$ cat src/swd_pkg.sv
// Package for the software watchdog and reset-cause block.
// Assumes a 250 MHz APB clock and 32-bit APB data.
package swd_pkg;

  // Register byte addresses.
  localparam logic [7:0] REG_RESET_CAUSE = 8'h00;
  localparam logic [7:0] REG_PROT_CTRL   = 8'h04;
  localparam logic [7:0] REG_SERVICE     = 8'h08;
  localparam logic [7:0] REG_IRQ_STATUS  = 8'h0c;
  localparam logic [7:0] REG_IRQ_MASK    = 8'h10;
  localparam logic [7:0] REG_IRQ_ACK     = 8'h14;

  // Reset-cause fields and reset value.
  localparam int         EXT_RST_BIT     = 7;
  localparam int         WD_RST_BIT      = 5;
  localparam logic [7:0] RESET_CAUSE_RST = 8'h80;

  // Protection control fields and reset value.
  localparam int         CTL_ENABLE      = 7;
  localparam int         CTL_RST_SEL     = 6;
  localparam int         CTL_PRESCALE    = 5;
  localparam int         CTL_DELAY_HI    = 4;
  localparam int         CTL_DELAY_LO    = 3;
  localparam int         CTL_FACK_EN     = 2;
  localparam int         CTL_FACK_SEEN   = 1;
  localparam logic [7:0] PROT_CTRL_RST   = 8'h00;

  // Service keys.
  localparam logic [7:0] KEY_FIRST       = 8'h55;
  localparam logic [7:0] KEY_SECOND      = 8'haa;

  // Timeout exponents: base 9 unprescaled, 22 prescaled, step 2 per code.
  localparam int         EXP_BASE_FAST   = 9;
  localparam int         EXP_BASE_SLOW   = 22;
  localparam int         CNT_W           = 29;

  // Status bits: 0 timeout, 1 forced acknowledge.
  localparam int         ST_TIMEOUT      = 0;
  localparam int         ST_FACK         = 1;

  // Internal reset pulse length in cycles.
  localparam logic [3:0] WD_RST_CYCLES   = 4'h8;

  typedef enum logic [2:0] {
    SWD_IDLE = 3'b001,
    SWD_IRQ  = 3'b010,
    SWD_RST  = 3'b100
  } swd_state_t;

endpackage

$ cat src/swd_top.sv
// Software watchdog timer with reset-cause register, APB slave.
// Assumes one clock; the external reset pin is asynchronous to it.
`timescale 1ns/1ps
`default_nettype none

module swd_top (
  // Clock and reset
  input  wire logic        pclk,
  input  wire logic        presetn,
  // APB slave
  input  wire logic        psel,
  input  wire logic        penable,
  input  wire logic        pwrite,
  input  wire logic [7:0]  paddr,
  input  wire logic [31:0] pwdata,
  output var  logic [31:0] prdata,
  output var  logic        pready,
  output var  logic        pslverr,
  // Core side
  input  wire logic        iack,
  input  wire logic        external_reset_input_n,
  output var  logic        wd_irq,
  output var  logic        forced_transfer_ack,
  output var  logic        wd_reset_out,
  output var  logic        irq
);
  import swd_pkg::*;

  // period table
  // Period in cycles for a given control byte.
  function automatic logic [CNT_W-1:0] period(input logic [7:0] c);
    int e;
    e = (c[CTL_PRESCALE] ? EXP_BASE_SLOW : EXP_BASE_FAST)
        + 2 * int'({c[CTL_DELAY_HI], c[CTL_DELAY_LO]});
    period = CNT_W'(1) << e;
  endfunction

  // ----------------------------------------------------------------------
  // Input synchroniser
  // ----------------------------------------------------------------------
  logic ext_s1_reg, ext_s2_reg, ext_seen_reg;
  always_ff @(posedge pclk or negedge presetn) begin
    if (!presetn) begin
      ext_s1_reg <= 1'b1;
      ext_s2_reg <= 1'b1;
    end else begin
      ext_s1_reg <= external_reset_input_n;
      ext_s2_reg <= ext_s1_reg;
    end
  end

  // ----------------------------------------------------------------------
  // State
  // ----------------------------------------------------------------------
  swd_state_t       st_reg, st_next;
  logic [CNT_W-1:0] cnt_reg, cnt_next;
  logic [7:0]       ctl_reg, ctl_next;
  logic [7:0]       cause_reg, cause_next;
  logic             key_reg, key_next;
  logic             fack_reg, fack_next;
  logic [3:0]       rcnt_reg, rcnt_next;
  logic [1:0]       sts_reg, sts_next;
  logic [1:0]       msk_reg, msk_next;
  logic             ext_next;
  logic [31:0]      rd_next;
  logic             pready_next, err_next, irq_next;

  wire acc = psel && penable && !pready;
  wire wr  = acc && pwrite;
  wire [7:0] wb = pwdata[7:0];
  wire hit = (paddr == REG_RESET_CAUSE) || (paddr == REG_PROT_CTRL) ||
             (paddr == REG_SERVICE) || (paddr == REG_IRQ_STATUS) ||
             (paddr == REG_IRQ_MASK) || (paddr == REG_IRQ_ACK);

  always_comb begin
    st_next     = st_reg;
    cnt_next    = cnt_reg;
    ctl_next    = ctl_reg;
    cause_next  = cause_reg;
    key_next    = key_reg;
    fack_next   = 1'b0;
    rcnt_next   = rcnt_reg;
    sts_next    = sts_reg;
    msk_next    = msk_reg;
    ext_next    = ext_seen_reg;
    rd_next     = 32'h0;
    pready_next = acc;
    err_next    = acc && !hit;

    // Software write first, so hardware cause updates win.
    if (wr && paddr == REG_RESET_CAUSE) begin
      cause_next = wb;
    end

    if (!ext_s2_reg) begin
      ext_next = 1'b1;
    end else if (ext_seen_reg) begin
      ext_next   = 1'b0;
      cause_next = RESET_CAUSE_RST;
    end

    if (ctl_reg[CTL_ENABLE] && cnt_reg != '0) begin
      cnt_next = cnt_reg - CNT_W'(1);
    end

    if (wr && paddr == REG_SERVICE) begin
      if (wb == KEY_FIRST) begin
        key_next = 1'b1;
      end else if (wb == KEY_SECOND && key_reg) begin
        key_next = 1'b0;
        cnt_next = period(ctl_reg);
      end
    end

    case (st_reg)
      SWD_IDLE: begin
        if (ctl_reg[CTL_ENABLE] && cnt_reg == CNT_W'(1)) begin
          if (ctl_reg[CTL_RST_SEL]) begin
            st_next   = SWD_RST;
            rcnt_next = WD_RST_CYCLES;
          end else begin
            st_next  = SWD_IRQ;
            cnt_next = period(ctl_reg);
          end
        end
      end
      SWD_IRQ: begin
        if (iack) begin
          st_next = SWD_IDLE;
          cnt_next = period(ctl_reg);
        end else if (ctl_reg[CTL_FACK_EN] && cnt_reg == CNT_W'(1)) begin
          fack_next = 1'b1;
          ctl_next[CTL_FACK_SEEN] = 1'b1;
          cnt_next = period(ctl_reg);
        end
      end
      SWD_RST: begin
        rcnt_next = rcnt_reg - 4'h1;
        if (rcnt_reg == 4'h1) begin
          cause_next = 8'h0;
          cause_next[WD_RST_BIT] = 1'b1;
          ctl_next = PROT_CTRL_RST;
          cnt_next = period(PROT_CTRL_RST);
          key_next = 1'b0;
          st_next  = SWD_IDLE;
        end
      end
      default: st_next = SWD_IDLE;
    endcase

    if (st_reg == SWD_IDLE && st_next == SWD_IRQ) begin
      sts_next[ST_TIMEOUT] = 1'b1;
    end

    // Register writes.
    // locked while pending
    if (wr && paddr == REG_PROT_CTRL && st_reg != SWD_IRQ) begin
      ctl_next = {wb[7:2], ctl_reg[CTL_FACK_SEEN] & ~wb[CTL_FACK_SEEN], 1'b0};
    end
    if (wr && paddr == REG_IRQ_STATUS) begin
      sts_next = sts_next & ~wb[1:0];
    end
    if (wr && paddr == REG_IRQ_MASK) begin
      msk_next = wb[1:0];
    end
    if (wr && paddr == REG_IRQ_ACK && wb[0] && st_reg == SWD_IRQ) begin
      st_next = SWD_IDLE;
      cnt_next = period(ctl_reg);
    end
    if (fack_next) begin
      sts_next[ST_FACK] = 1'b1;
    end
    if (st_reg == SWD_IDLE && st_next == SWD_IRQ) begin
      sts_next[ST_TIMEOUT] = 1'b1;
    end

    if (acc && !pwrite) begin
      case (paddr)
        REG_RESET_CAUSE: rd_next = {24'h0, cause_reg};
        REG_PROT_CTRL:   rd_next = {24'h0, ctl_reg};
        REG_IRQ_STATUS:  rd_next = {30'h0, sts_reg};
        REG_IRQ_MASK:    rd_next = {30'h0, msk_reg};
        default:         rd_next = 32'h0;
      endcase
    end
    irq_next = |(sts_next & msk_next);
  end

  always_ff @(posedge pclk or negedge presetn) begin
    if (!presetn) begin
      st_reg       <= SWD_IDLE;
      ctl_reg      <= PROT_CTRL_RST;
      cnt_reg      <= CNT_W'(1) << EXP_BASE_FAST;
      cause_reg    <= RESET_CAUSE_RST;
      key_reg      <= 1'b0;
      fack_reg     <= 1'b0;
      rcnt_reg     <= 4'h0;
      sts_reg      <= 2'h0;
      msk_reg      <= 2'h0;
      ext_seen_reg <= 1'b0;
      prdata       <= 32'h0;
      pready       <= 1'b0;
      pslverr      <= 1'b0;
      irq          <= 1'b0;
      wd_irq       <= 1'b0;
      wd_reset_out <= 1'b0;
    end else begin
      st_reg       <= st_next;
      ctl_reg      <= ctl_next;
      cnt_reg      <= cnt_next;
      cause_reg    <= cause_next;
      key_reg      <= key_next;
      fack_reg     <= fack_next;
      rcnt_reg     <= rcnt_next;
      sts_reg      <= sts_next;
      msk_reg      <= msk_next;
      ext_seen_reg <= ext_next;
      prdata       <= rd_next;
      pready       <= pready_next;
      pslverr      <= err_next;
      irq          <= irq_next;
      wd_irq       <= (st_next == SWD_IRQ);
      wd_reset_out <= (st_next == SWD_RST);
    end
  end
  assign forced_transfer_ack = fack_reg;

  // ----------------------------------------------------------------------
  // Assertions
  // ----------------------------------------------------------------------
  a_cause_onehot: assert property (@(posedge pclk) disable iff (!presetn)
    (st_reg == SWD_RST && rcnt_reg == 4'h1) |=> $onehot(cause_reg))
    else $error("reset cause not one-hot");
  a_cause_late: assert property (@(posedge pclk) disable iff (!presetn)
    (wd_reset_out && $past(wd_reset_out)) |-> $stable(cause_reg[WD_RST_BIT]))
    else $error("cause changed during reset");
  a_ext_cause: assert property (@(posedge pclk) disable iff (!presetn)
    (ext_seen_reg && ext_s2_reg) |=> cause_reg == RESET_CAUSE_RST)
    else $error("external cause not recorded");
  a_wd_cause: assert property (@(posedge pclk) disable iff (!presetn)
    $fell(wd_reset_out) |-> cause_reg[WD_RST_BIT])
    else $error("watchdog cause not recorded");
  a_hold_off: assert property (@(posedge pclk) disable iff (!presetn)
    (!ctl_reg[CTL_ENABLE] && st_reg == SWD_IDLE && !wr) |=> $stable(cnt_reg))
    else $error("counter moved while disabled");
  a_rst_len: assert property (@(posedge pclk) disable iff (!presetn)
    $rose(wd_reset_out) |-> wd_reset_out [*8] ##1 !wd_reset_out)
    else $error("internal reset length wrong");
  a_fack_flag: assert property (@(posedge pclk) disable iff (!presetn)
    forced_transfer_ack |-> ctl_reg[CTL_FACK_SEEN])
    else $error("forced ack flag not set");
  a_lock_ctrl: assert property (@(posedge pclk) disable iff (!presetn)
    (st_reg == SWD_IRQ && !forced_transfer_ack && !fack_next)
      |=> $stable(ctl_reg) || st_reg != SWD_IRQ)
    else $error("control changed while pending");
  a_irq_hold: assert property (@(posedge pclk) disable iff (!presetn)
    (wd_irq && !iack && !(wr && paddr == REG_IRQ_ACK)) |=> wd_irq)
    else $error("irq dropped without ack");

endmodule

`default_nettype wire
$ cat config.mk
export PLATFORM = sky130hd
export DESIGN_NAME = swd_top
export DESIGN_NICKNAME = d
export VERILOG_FILES = /design/src/swd_pkg.sv /design/src/swd_top.sv
export SDC_FILE = /design/constraint.sdc
export NUM_CORES = 1
export LEC_CHECK = 0
export ABC_AREA = 0
export ABC_CLOCK_PERIOD_IN_PS = 3200
export BUFFER_PORTS_ARGS = -buffer_cell sky130_fd_sc_hd__clkbuf_2
export CAP_MARGIN = 25
export CORE_ASPECT_RATIO = 1.5
export CORE_MARGIN = 3
export CORE_UTILIZATION = 51
export CTS_CLUSTER_SIZE = 25
export DETAILED_ROUTE_END_ITERATION = 8
export HOLD_SLACK_MARGIN = 0.03
export PLACE_DENSITY = 0.75
export SLEW_MARGIN = 40
export SYNTH_ARGS = -nofsm -noshare
export SYNTH_HDL_FRONTEND = slang
export SYNTH_SLANG_ARGS = --single-unit
$ cat constraint.sdc
create_clock -name pclk -period 3.2 [get_ports pclk]
set_input_delay 0.48 -clock pclk [delete_from_list [all_inputs] [get_ports pclk]]
set_output_delay 0.48 -clock pclk [all_outputs]
set_load 0.02 [all_outputs]
### Word-level counts from Yosys, hierarchy flattened

Index checks and enable logic that the tools add are counted.

* output and inout bits: 38
* input port bits: 47
* register bits after elaboration: 98
* word-level logic and storage cells: 136

* multiplexer cells: 49
* reductions and logical operators: 38
* add/subtract/negate cells: 3
* eq/ne operators: 21
* shift operators: 1
* bitwise logic cells: 5

Operators by type and width (count)
* $mux 29: 10
* $pmux 29 s3: 1
* $mux 8: 8
* $pmux 8 s4: 1
* $eq 29x1->1 const B: 1
* $reduce_bool 29->1: 1
* $shl 1x6->29 const A: 1
* $sub 29x1->29 const B: 1
* $logic_and 1x1->1: 20
* $eq 8x4->1 const B: 2
* $eq 8x5->1 const B: 2
* $mux 1: 15
* $mux 3: 5
* $eq 3x2->1 const B: 3
* $ne 3x3->1 const B: 3
* $pmux 3 s3: 1
* $eq 8x3->1 const B: 1
* $eq 8x7->1 const B: 1
* $eq 8x8->1 const B: 1
* $logic_not 8->1: 1
* $mux 4: 2
* $pmux 4 s2: 1
* $add 5x3->6: 1
* $eq 3x3->1 const B: 2
* other kinds (21): 32

### Logic depth before layout (Yosys ltp)

Gate-level depths: netlist of the first run.

* depth after elaboration: 12
* depth in mapped cells: 10
* depth with buffers taken out: 8

### Worst setup path before layout of the first run

Ideal clock, no wire load.

* kind: input-to-reg
* start point: in paddr[5]
* end point: reg cnt_reg[12]
* cell stages on the path: 7
* data arrival time: 2.480 ns
* path buffers: 1
* slack: 0.619 ns
* path through: or4_4 > or3b_1 > or4_4 > a31oi_4 > a21oi_2 > buf_6 > o32ai_1

* longest elaborated chain between the ends: 7
* elaborated cells between the ends (all ways): 14
* classes of those cells: eq/ne: 2; mux: 8; reduce/logical: 4

Ends and longest elaborated chain
* start: declaration: RTL line swd_top.sv:14 `input wire logic [7:0] paddr,`
* $eq 8x4->1: RTL line swd_top.sv:106 `if (wr && paddr == REG_SERVICE) begin`
* $logic_and 1x1->1: RTL line swd_top.sv:106
* $mux 29: RTL line swd_top.sv:106
* $mux 29 (on tied branches): RTL line swd_top.sv:131, swd_top.sv:118
* $mux 29 (on tied branches): RTL line swd_top.sv:128, swd_top.sv:117
* $pmux 29 s3: RTL line swd_top.sv:115 `case (st_reg)`
* $mux 29 *: RTL line swd_top.sv:166 `if (wr && paddr == REG_IRQ_ACK && wb[0] && st_reg == SWD_IRQ) begin`
* named net cnt_next[12]: RTL line swd_top.sv:56 `logic [CNT_W-1:0] cnt_reg, cnt_next;`
* end signal: assignment: RTL line swd_top.sv:193 `cnt_reg <= CNT_W'(1) << EXP_BASE_FAST;`
* end signal: assignment: RTL line swd_top.sv:210 `cnt_reg <= cnt_next;`
* end: declaration: RTL line swd_top.sv:56

Mark *: on every way through the listed nets, which the timed path passes. The rest lies on a longest branch.
A chain may end at the register's enable or synchronous reset.

### Worst setup path in the final report of the first run

* start point: reg st_reg[0]
* end point: reg cnt_reg[23]

* longest elaborated chain between the ends: 3
* elaborated cells between the ends (all ways): 6
* classes of those cells: eq/ne: 3; mux: 2; reduce/logical: 1

Ends and longest elaborated chain
* start: declaration: RTL line swd_top.sv:55 `swd_state_t st_reg, st_next;`
* start signal: assignment: RTL line swd_top.sv:208 `st_reg <= st_next;`
* $eq 3x3->1, or another cell as far along: RTL line swd_top.sv:115
* $pmux 29 s3 / $logic_and 1x1->1 (equally long branches): RTL line swd_top.sv:115, swd_top.sv:166
* $mux 29 *: RTL line swd_top.sv:166
* named net cnt_next[23]: RTL line swd_top.sv:56

Marks and branches as above.

==> impl_metrics.env, run 1 <==
export IMPL_number_of_antenna_violating_nets_in_the_routed_design=0
export IMPL_vdd_ir_drop_worst_v=0.0004527
export IMPL_yosys_register_bits=73
export IMPL_dieArea_um2=9524
export IMPL_floorplan_die_width_um=80.69
export IMPL_insertedDiodeCount=0
export IMPL_clock_skew_final_ns=0.006966
export IMPL_layout_cells_sized_above_1_pct=17.54
export IMPL_crit_path_cell_chain="or3b_2 -> nand2b_1 -> o21ai_0 -> o21ai_0 -> or3b_2 -> o31ai_1"
export IMPL_final_period_minus_worst_setup_slack_ns=2.686
export IMPL_clock_fmax_ghz=0.3723
export IMPL_setup_worst_path_class="reg -> reg"
export IMPL_final_util_pct=60.08
export IMPL_area_growth_synth_to_final_pct=13.43
export IMPL_hold_violations=0
export IMPL_design_area_um2=4841
export IMPL_critical_path_startpoint_type="flip-flop"
export IMPL_clock_sinks=73
export IMPL_max_cap_violations=0
export IMPL_hold_slack_ns=0.1570
export IMPL_post_cts_setup_buffer_count=0
export IMPL_outcome="complete, no violations"
export IMPL_finalSetupTns_ns=0
export IMPL_largest_register_ffs=29
export IMPL_initial_core_util_pct=52.97
export IMPL_final_critical_path_share_of_the_clock_period_pct=83.93
export IMPL_leakagePower_nw=1.981
export IMPL_num_io_pins=85
export IMPL_cts_max_level=3
export IMPL_grt_pass1_wl_um=17290
export IMPL_route_detailed_vias_per_inst=5.761
export IMPL_track_usage_pct=23.46
export IMPL_sw_frac_of_total_pct=29.78
export IMPL_part_of_the_yosys_area_used_for_sequential_elements_pct=42.95
export IMPL_die_h_um=118.0
export IMPL_first_pass_iters=5
export IMPL_r2r_slack_ns=0.51
export IMPL_pre_cts_slack_ns=0.3123
export IMPL_cellPowerDensity_nw_per_um2=517.3
export IMPL_yosysWarnings=0
export IMPL_layout_nets=565
export IMPL_crit_path_top_delay_cell="sky130_fd_sc_hd__dfstp_2"
export IMPL_post_synthesis_cell_area_um2=4268
export IMPL_grt_max_degree=74
export IMPL_combinationalPowerShare_pct=16.6
export IMPL_final_max_tran_viols=0
export IMPL_dr_total_vias=3560
export IMPL_cts_buffers=9
export IMPL_holdCritPathClass="in -> async"
export IMPL_maxSlewHeadroom_pct=56.53
export IMPL_timing_reg2reg_worst_path_depth=6
export IMPL_register_clock_pin_slew_on_the_reported_worst_setup_and_hold_paths_ns=0.07
export IMPL_setup_ws_ns=0.5143
export IMPL_setup_worst_path_end_class="flip-flop"
export IMPL_vias_in_the_first_global_route=3647
export IMPL_iteration_0_drc_markers=274
export IMPL_p_int_w=0.001758
export IMPL_share_seq_of_total_power_pct=41.6
export IMPL_final_fill_count=702
export IMPL_worst_slew_pin_slew_ns=0.6520
export IMPL_grt_remaining_overflow=0
export IMPL_async_reset_ff_share_pct=100.0
export IMPL_rows=40
export IMPL_wl_per_cell_um=16.84
export IMPL_route_detailed_drc=0
export IMPL_routed_wirelength_um=10410
export IMPL_clock_root_buffer="sky130_fd_sc_hd__clkbuf_16"
export IMPL_syn_inst=464
export IMPL_post_place_cell_area_um2=4532
export IMPL_count_of_flip_flops_with_a_built_in_enable_after_synthesis=0
export IMPL_synth_top_flop_cell="sky130_fd_sc_hd__dfrtp_1"
export IMPL_synthesis_area_per_instance_um2=9.198
export IMPL_dpl_hpwl_um=7638
export IMPL_regToRegStartpoint="st_reg[0]"
export IMPL_worst_endpoint_required_ns=3.39
export IMPL_share_clk_of_total_power_pct=41.8
export IMPL_signal_arrival_time_at_the_worst_endpoint_ns=2.88
export IMPL_grt_setup_unrepaired="no"
export IMPL_port_buffer_count=36
export IMPL_timing_rr_end="cnt_reg[23]"
export IMPL_final_setup_viol_count=0
export IMPL_switchingPower_w=0.0007457
export IMPL_ctsResizeCount=0
export IMPL_clock_tree_buffer_depth=2
export IMPL_tritoncts="built"
export IMPL_yosys_cell_types_count=60
export IMPL_floorplan_core_area_um2=8058
export IMPL_crit_path_max_incr_delay_ns=0.58
export IMPL_crit_fanout=8
export IMPL_cts_hold_repair_buffers=0
export IMPL_antenna_found_initial=0
export IMPL_skew_pair_late_insertion_delay_ns=0.34
export IMPL_gp_congestion=0.9308
logic make-up after synthesis:
| family | Yosys count | share of synthesized area, % |
|---|---|---|
| compound gates | 78 | 12.52 |
| xor+xnor | 30 | 6.157 |
| fa+ha+maj | 10 | 3.108 |
| buf+inv | 56 | 7.329 |
| flops | 73 | 42.95 |
| mux | 8 | 1.964 |
| other cells | 1 | 0.08787 |
| simple gates | 208 | 25.89 |
layer usage:
metal / track usage [%] / vias to the layer above / wire length (µm)
met2: 41.34 / 103 / 5714
met3: 4.518 / 26 / 433
met5: 0 / - / 0
met1: 26.70 / 1714 / 3947
li1: - / 1717 / -
met4: 10.57 / 0 / 314
final cells by class:
class                   count  area (µm²)  share of cell area, %
multi-input cells         358        2208                  45.62
flip-flops and latches     73        1833                  37.87
repair buffers             52       306.5                  6.332
clock buffers               9       225.2                  4.652
well taps                 105       131.4                  2.714
clock inverters             7       83.83                  1.732
inverters                  14       52.55                  1.086
worst max-delay path by stage:
stage              start           to  slack [ns]  cells past startpoint
2_1_floorplan   paddr[5]  cnt_reg[12]        0.62                      7
3_3_place_gp    paddr[5]  cnt_reg[12]        0.41                      8
3_5_place_dp    paddr[5]  cnt_reg[20]        0.31                      8
4_1_cts        st_reg[0]  cnt_reg[23]        0.55                      6
5_1_grt        st_reg[0]  cnt_reg[23]        0.39                      6
6_report       st_reg[0]  cnt_reg[23]        0.51                      6
per-stage QoR:
stage / total power, W / instances
final: 0.002504 / 618
after global routing: 0.002607 / 618
after CTS: 0.002519 / 618
after detailed placement: 0.001469 / 602
after global placement: 0.001454 / 602
after floorplan: 0.001336 / 487
placed cells by master, fill, tap and decap left out, types with 6 or more instances in the layout:
master                      count
sky130_fd_sc_hd__nor2_1        45
sky130_fd_sc_hd__nand3_1       15
sky130_fd_sc_hd__xnor2_1       22
sky130_fd_sc_hd__o32ai_1        9
sky130_fd_sc_hd__dfrtp_1       68
sky130_fd_sc_hd__nor4b_1        6
sky130_fd_sc_hd__xor2_1         8
sky130_fd_sc_hd__inv_1         14
sky130_fd_sc_hd__nor4_1        17
sky130_fd_sc_hd__o21ai_0       14
sky130_fd_sc_hd__nor3_1        13
sky130_fd_sc_hd__buf_4         16
sky130_fd_sc_hd__nand2_1       56
sky130_fd_sc_hd__ha_1           9
sky130_fd_sc_hd__nand4_1       11
sky130_fd_sc_hd__conb_1        24
sky130_fd_sc_hd__clkbuf_2      35
sky130_fd_sc_hd__a21oi_1       14
sky130_fd_sc_hd__a22oi_1        6
sky130_fd_sc_hd__o22ai_1       14
sky130_fd_sc_hd__clkbuf_16      9
cells in the mapped netlist, types with 2 or more instances:
cell                        number  area, µm²
sky130_fd_sc_hd__a21o_1          4      30.03
sky130_fd_sc_hd__a21oi_1        14      70.07
sky130_fd_sc_hd__a22oi_1         6      45.04
sky130_fd_sc_hd__a31oi_1         2      12.51
sky130_fd_sc_hd__and4_1          2      17.52
sky130_fd_sc_hd__buf_2           4      20.02
sky130_fd_sc_hd__buf_4          24      180.2
sky130_fd_sc_hd__clkbuf_1       13      48.80
sky130_fd_sc_hd__dfrtp_1        68       1702
sky130_fd_sc_hd__dfstp_2         5      131.4
sky130_fd_sc_hd__ha_1            9      112.6
sky130_fd_sc_hd__inv_1          14      52.55
sky130_fd_sc_hd__mux2_2          3      33.78
sky130_fd_sc_hd__mux2i_1         5      50.05
sky130_fd_sc_hd__nand2_1        56      210.2
sky130_fd_sc_hd__nand2b_1        3      18.77
sky130_fd_sc_hd__nand3_1        15      75.07
sky130_fd_sc_hd__nand3b_1        2      15.01
sky130_fd_sc_hd__nand4_1        11      68.82
sky130_fd_sc_hd__nand4bb_1       2      22.52
sky130_fd_sc_hd__nor2_1         45      168.9
sky130_fd_sc_hd__nor2b_1         4      25.02
sky130_fd_sc_hd__nor3_1         13      65.06
sky130_fd_sc_hd__nor3b_1         5      37.54
sky130_fd_sc_hd__nor4_1         17      106.4
sky130_fd_sc_hd__nor4b_1         6      52.55
sky130_fd_sc_hd__o21ai_0        14      70.07
sky130_fd_sc_hd__o22a_1          2      17.52
sky130_fd_sc_hd__o22ai_1        14      87.58
sky130_fd_sc_hd__o31ai_1         4      30.03
sky130_fd_sc_hd__o32ai_1         9      78.83
sky130_fd_sc_hd__or2_2           4      25.02
sky130_fd_sc_hd__or3_1           5      31.28
sky130_fd_sc_hd__or3b_2          4      35.03
sky130_fd_sc_hd__or4_4           2      22.52
sky130_fd_sc_hd__or4bb_1         2      22.52
sky130_fd_sc_hd__xnor2_1        22      192.7
sky130_fd_sc_hd__xor2_1          8      70.07
power by group through the flow:
stage	sequential (W)	combinational, W	clock, W
floorplan	0.00104	0.000294	0
global placement	0.00105	0.000402	0
detailed placement	0.00106	0.000411	0
CTS	0.00104	0.000416	0.00106
global route	0.00105	0.000456	0.00110
finish	0.00104	0.000415	0.00105
worst max-delay path: cells and delay by family, from the launching register on:
kind | cells | cell delay, ns
AOI/OAI and AO/OA | 3 | 0.90
DFF | 1 | 0.58
and+or+nand+nor | 3 | 1.06
(Power assumes the default switching activity.)
==> run 2, diff against run 1 <==
ABC_AREA = 1   (was 0)
ABC_CLOCK_PERIOD_IN_PS = 2400   (was 3200)
PLACE_DENSITY = 0.77   (was 0.75)
clock period = 2.4 ns   (was 3.2 ns; I/O delays follow)
==> run 2 against run 1 <==
Compared with the run above: core utilization grew 0.67 points; fmax grew 24%; sequential share of layout area shrank 4.3 points; routed wire length grew 16%; via count grew 23%.
==> impl_metrics.env, run 2 <==
export IMPL_outcome="complete, no violations"
export IMPL_cts_max_level=3
export IMPL_worst_slew_pin_slew_ns=0.6539
export IMPL_vdd_ir_drop_worst_v=0.0004847
export IMPL_holdCritPathClass="in -> async"
export IMPL_finalSetupTns_ns=0
export IMPL_rows=42
export IMPL_part_of_the_yosys_area_used_for_sequential_elements_pct=38.12
export IMPL_skew_pair_late_insertion_delay_ns=0.33
export IMPL_timing_reg2reg_worst_path_depth=11
export IMPL_grt_max_degree=74
export IMPL_post_synthesis_cell_area_um2=4808
export IMPL_worst_endpoint_required_ns=2.67
export IMPL_final_max_tran_viols=0
export IMPL_finalPower_w=0.004047
export IMPL_yosys_area_top_type="sky130_fd_sc_hd__dfrtp_1"
export IMPL_synth_top_cell_area_share_pct=35.39
export IMPL_route_detailed_drc=0
export IMPL_grt_pass1_wl_um=20160
export IMPL_track_usage_pct=23.67
export IMPL_clock_skew_final_ns=0.005861
export IMPL_r2r_slack_ns=0.23
export IMPL_register_clock_pin_slew_on_the_reported_worst_setup_and_hold_paths_ns=0.06
export IMPL_final_period_minus_worst_setup_slack_ns=2.170
export IMPL_pre_cts_slack_ns=0.2029
export IMPL_yosysMostFrequentCell="sky130_fd_sc_hd__nand2_1"
export IMPL_yosys_cell_types_count=42
export IMPL_floorplan_core_area_um2=8986
export IMPL_port_buffer_count=36
export IMPL_layout_nets=765
export IMPL_synthesis_area_per_instance_um2=7.352
export IMPL_first_pass_iters=5
export IMPL_clock_sinks=73
export IMPL_yosys_top_cells_count="sky130_fd_sc_hd__nand2_1, sky130_fd_sc_hd__nor2_1, sky130_fd_sc_hd__dfrtp_1, sky130_fd_sc_hd__inv_1, sky130_fd_sc_hd__nand3_1"
export IMPL_syn_inst=654
export IMPL_floorplan_die_width_um=85.28
export IMPL_post_cts_setup_buffer_count=0
export IMPL_setup_ws_ns=0.2302
export IMPL_regToRegStartpoint="ctl_reg[3]"
export IMPL_mostFrequentLayoutCell="sky130_fd_sc_hd__nand2_1"
export IMPL_dieArea_um2=10650
export IMPL_clock_tree_buffer_depth=2
export IMPL_cellPowerDensity_nw_per_um2=741.4
export IMPL_yosysWarnings=0
export IMPL_initial_core_util_pct=53.51
export IMPL_worst_setup_path_startpoint="ctl_reg[3]"
export IMPL_critical_path_startpoint_type="flip-flop"
export IMPL_count_of_flip_flops_with_a_built_in_enable_after_synthesis=0
export IMPL_largest_register_ffs=29
export IMPL_die_h_um=124.9
export IMPL_final_critical_path_share_of_the_clock_period_pct=90.41
export IMPL_vias_in_the_first_global_route=4463
export IMPL_final_util_pct=60.75
export IMPL_layout_cells_sized_above_1_pct=18.79
export IMPL_clock_root_buffer="sky130_fd_sc_hd__clkbuf_16"
export IMPL_grt_remaining_overflow=0
export IMPL_signal_arrival_time_at_the_worst_endpoint_ns=2.44
export IMPL_async_reset_ff_share_pct=100.0
export IMPL_dr_total_vias=4390
export IMPL_insertedDiodeCount=0
export IMPL_route_detailed_vias_per_inst=5.334
export IMPL_wl_per_cell_um=14.64
export IMPL_dpl_hpwl_um=9295
export IMPL_hold_slack_ns=0.03918
export IMPL_tritoncts="built"
export IMPL_leakagePower_nw=2.957
export IMPL_synth_top_flop_cell="sky130_fd_sc_hd__dfrtp_1"
export IMPL_hold_violations=0
export IMPL_num_io_pins=85
export IMPL_routed_wirelength_um=12050
export IMPL_iteration_0_drc_markers=247
export IMPL_setup_worst_path_class="reg -> reg"
export IMPL_final_cell_mix="sky130_fd_sc_hd__nand2_1, sky130_fd_sc_hd__nor2_1, sky130_fd_sc_hd__inv_1, sky130_fd_sc_hd__dfrtp_1, sky130_fd_sc_hd__clkbuf_2"
export IMPL_max_cap_violations=0
export IMPL_crit_fanout=7
export IMPL_yosys_register_bits=73
export IMPL_grt_setup_unrepaired="no"
export IMPL_gp_congestion=1.012
export IMPL_final_fill_count=790
export IMPL_antenna_found_initial=0
export IMPL_maxSlewHeadroom_pct=56.40
export IMPL_clock_fmax_ghz=0.4609
export IMPL_setup_worst_path_end_class="flip-flop"
export IMPL_cts_buffers=9
export IMPL_number_of_antenna_violating_nets_in_the_routed_design=0
export IMPL_final_setup_viol_count=0
export IMPL_area_growth_synth_to_final_pct=13.53
export IMPL_yosys_top_cells_area="sky130_fd_sc_hd__dfrtp_1, sky130_fd_sc_hd__nand2_1, sky130_fd_sc_hd__nor2_1"
[run 2: cell families (layout without fill, tap and decap cells)]
| logic type | count (synthesis) | after routing | share of synthesized area, % |
|---|---|---|---|
| flip-flops | 73 | 73 | 38.12 |
| buffers and inverters | 108 | 144 | 10.90 |
| adder cells (fa/ha/maj) | 10 | 10 | 2.758 |
| AO/OA/AOI/OAI | 62 | 62 | 8.249 |
| other | 1 | 24 | 0.07799 |
| AND/OR/NAND/NOR | 376 | 376 | 35.52 |
| XOR/XNOR | 24 | 24 | 4.372 |
[run 2: metrics by stage]
step / cells / area [µm²]
3_3_place_gp: 807 / 5100
4_1_cts: 823 / 5449
6_report: 823 / 5459
5_1_grt: 823 / 5459
2_1_floorplan: 677 / 4895
3_5_place_dp: 807 / 5104
[run 2: cell type report]
class | count | area [µm²] | area share (%)
Clock inverter | 5 | 102.6 | 1.879
Clock buffer | 11 | 242.7 | 4.446
Multi-Input combinational cell | 496 | 2547 | 46.67
Inverter | 75 | 281.5 | 5.157
Tap cell | 110 | 137.6 | 2.521
Timing Repair Buffer | 53 | 314.1 | 5.753
Sequential cell | 73 | 1833 | 33.58
[run 2: power breakdown]
group / internal, W / switching (W)
Sequential: 0.00134 / 0.0000645
Clock: 0.00104 / 0.000498
Combinational: 0.000358 / 0.000747
Total: 0.00274 / 0.00131
[run 2: what timing repair did]
action,in CTS,in global routing
hold buffers,0,0
gates resized for setup,0,2
endpoints found under the setup margin,0,9
[run 2: final timing paths]
check,endpoint
hold / removal,cnt_reg[8]
hold reg to reg,ext_s2_reg
setup / recovery,cnt_reg[25]
setup reg to reg,cnt_reg[25]
max in group asynchronous,cnt_reg[24]
min in group pclk,ext_s1_reg
[run 2: routing by layer]
| metal | vias to the layer above | share of wire, % | track usage [%] |
|---|---|---|---|
| li1 | 2133 | - | - |
| met1 | 2057 | 37 | 24.45 |
| met2 | 150 | 54 | 43.82 |
| met3 | 50 | 4.5 | 3.706 |
| met4 | 0 | 4.8 | 13.70 |
| met5 | - | 0 | 0 |
[run 2: critical path, stage by stage (launching register included)]
cell	delay [ns]
sky130_fd_sc_hd__dfrtp_1	0.45
sky130_fd_sc_hd__nand2_1	0.13
sky130_fd_sc_hd__fa_1	0.59
sky130_fd_sc_hd__inv_1	0.11
sky130_fd_sc_hd__nor3_1	0.16
sky130_fd_sc_hd__buf_4	0.16
sky130_fd_sc_hd__nand2_1	0.04
sky130_fd_sc_hd__nor2_1	0.19
sky130_fd_sc_hd__nand2_1	0.08
sky130_fd_sc_hd__nand2_1	0.06
sky130_fd_sc_hd__nand3_1	0.06
sky130_fd_sc_hd__nand2_1	0.07
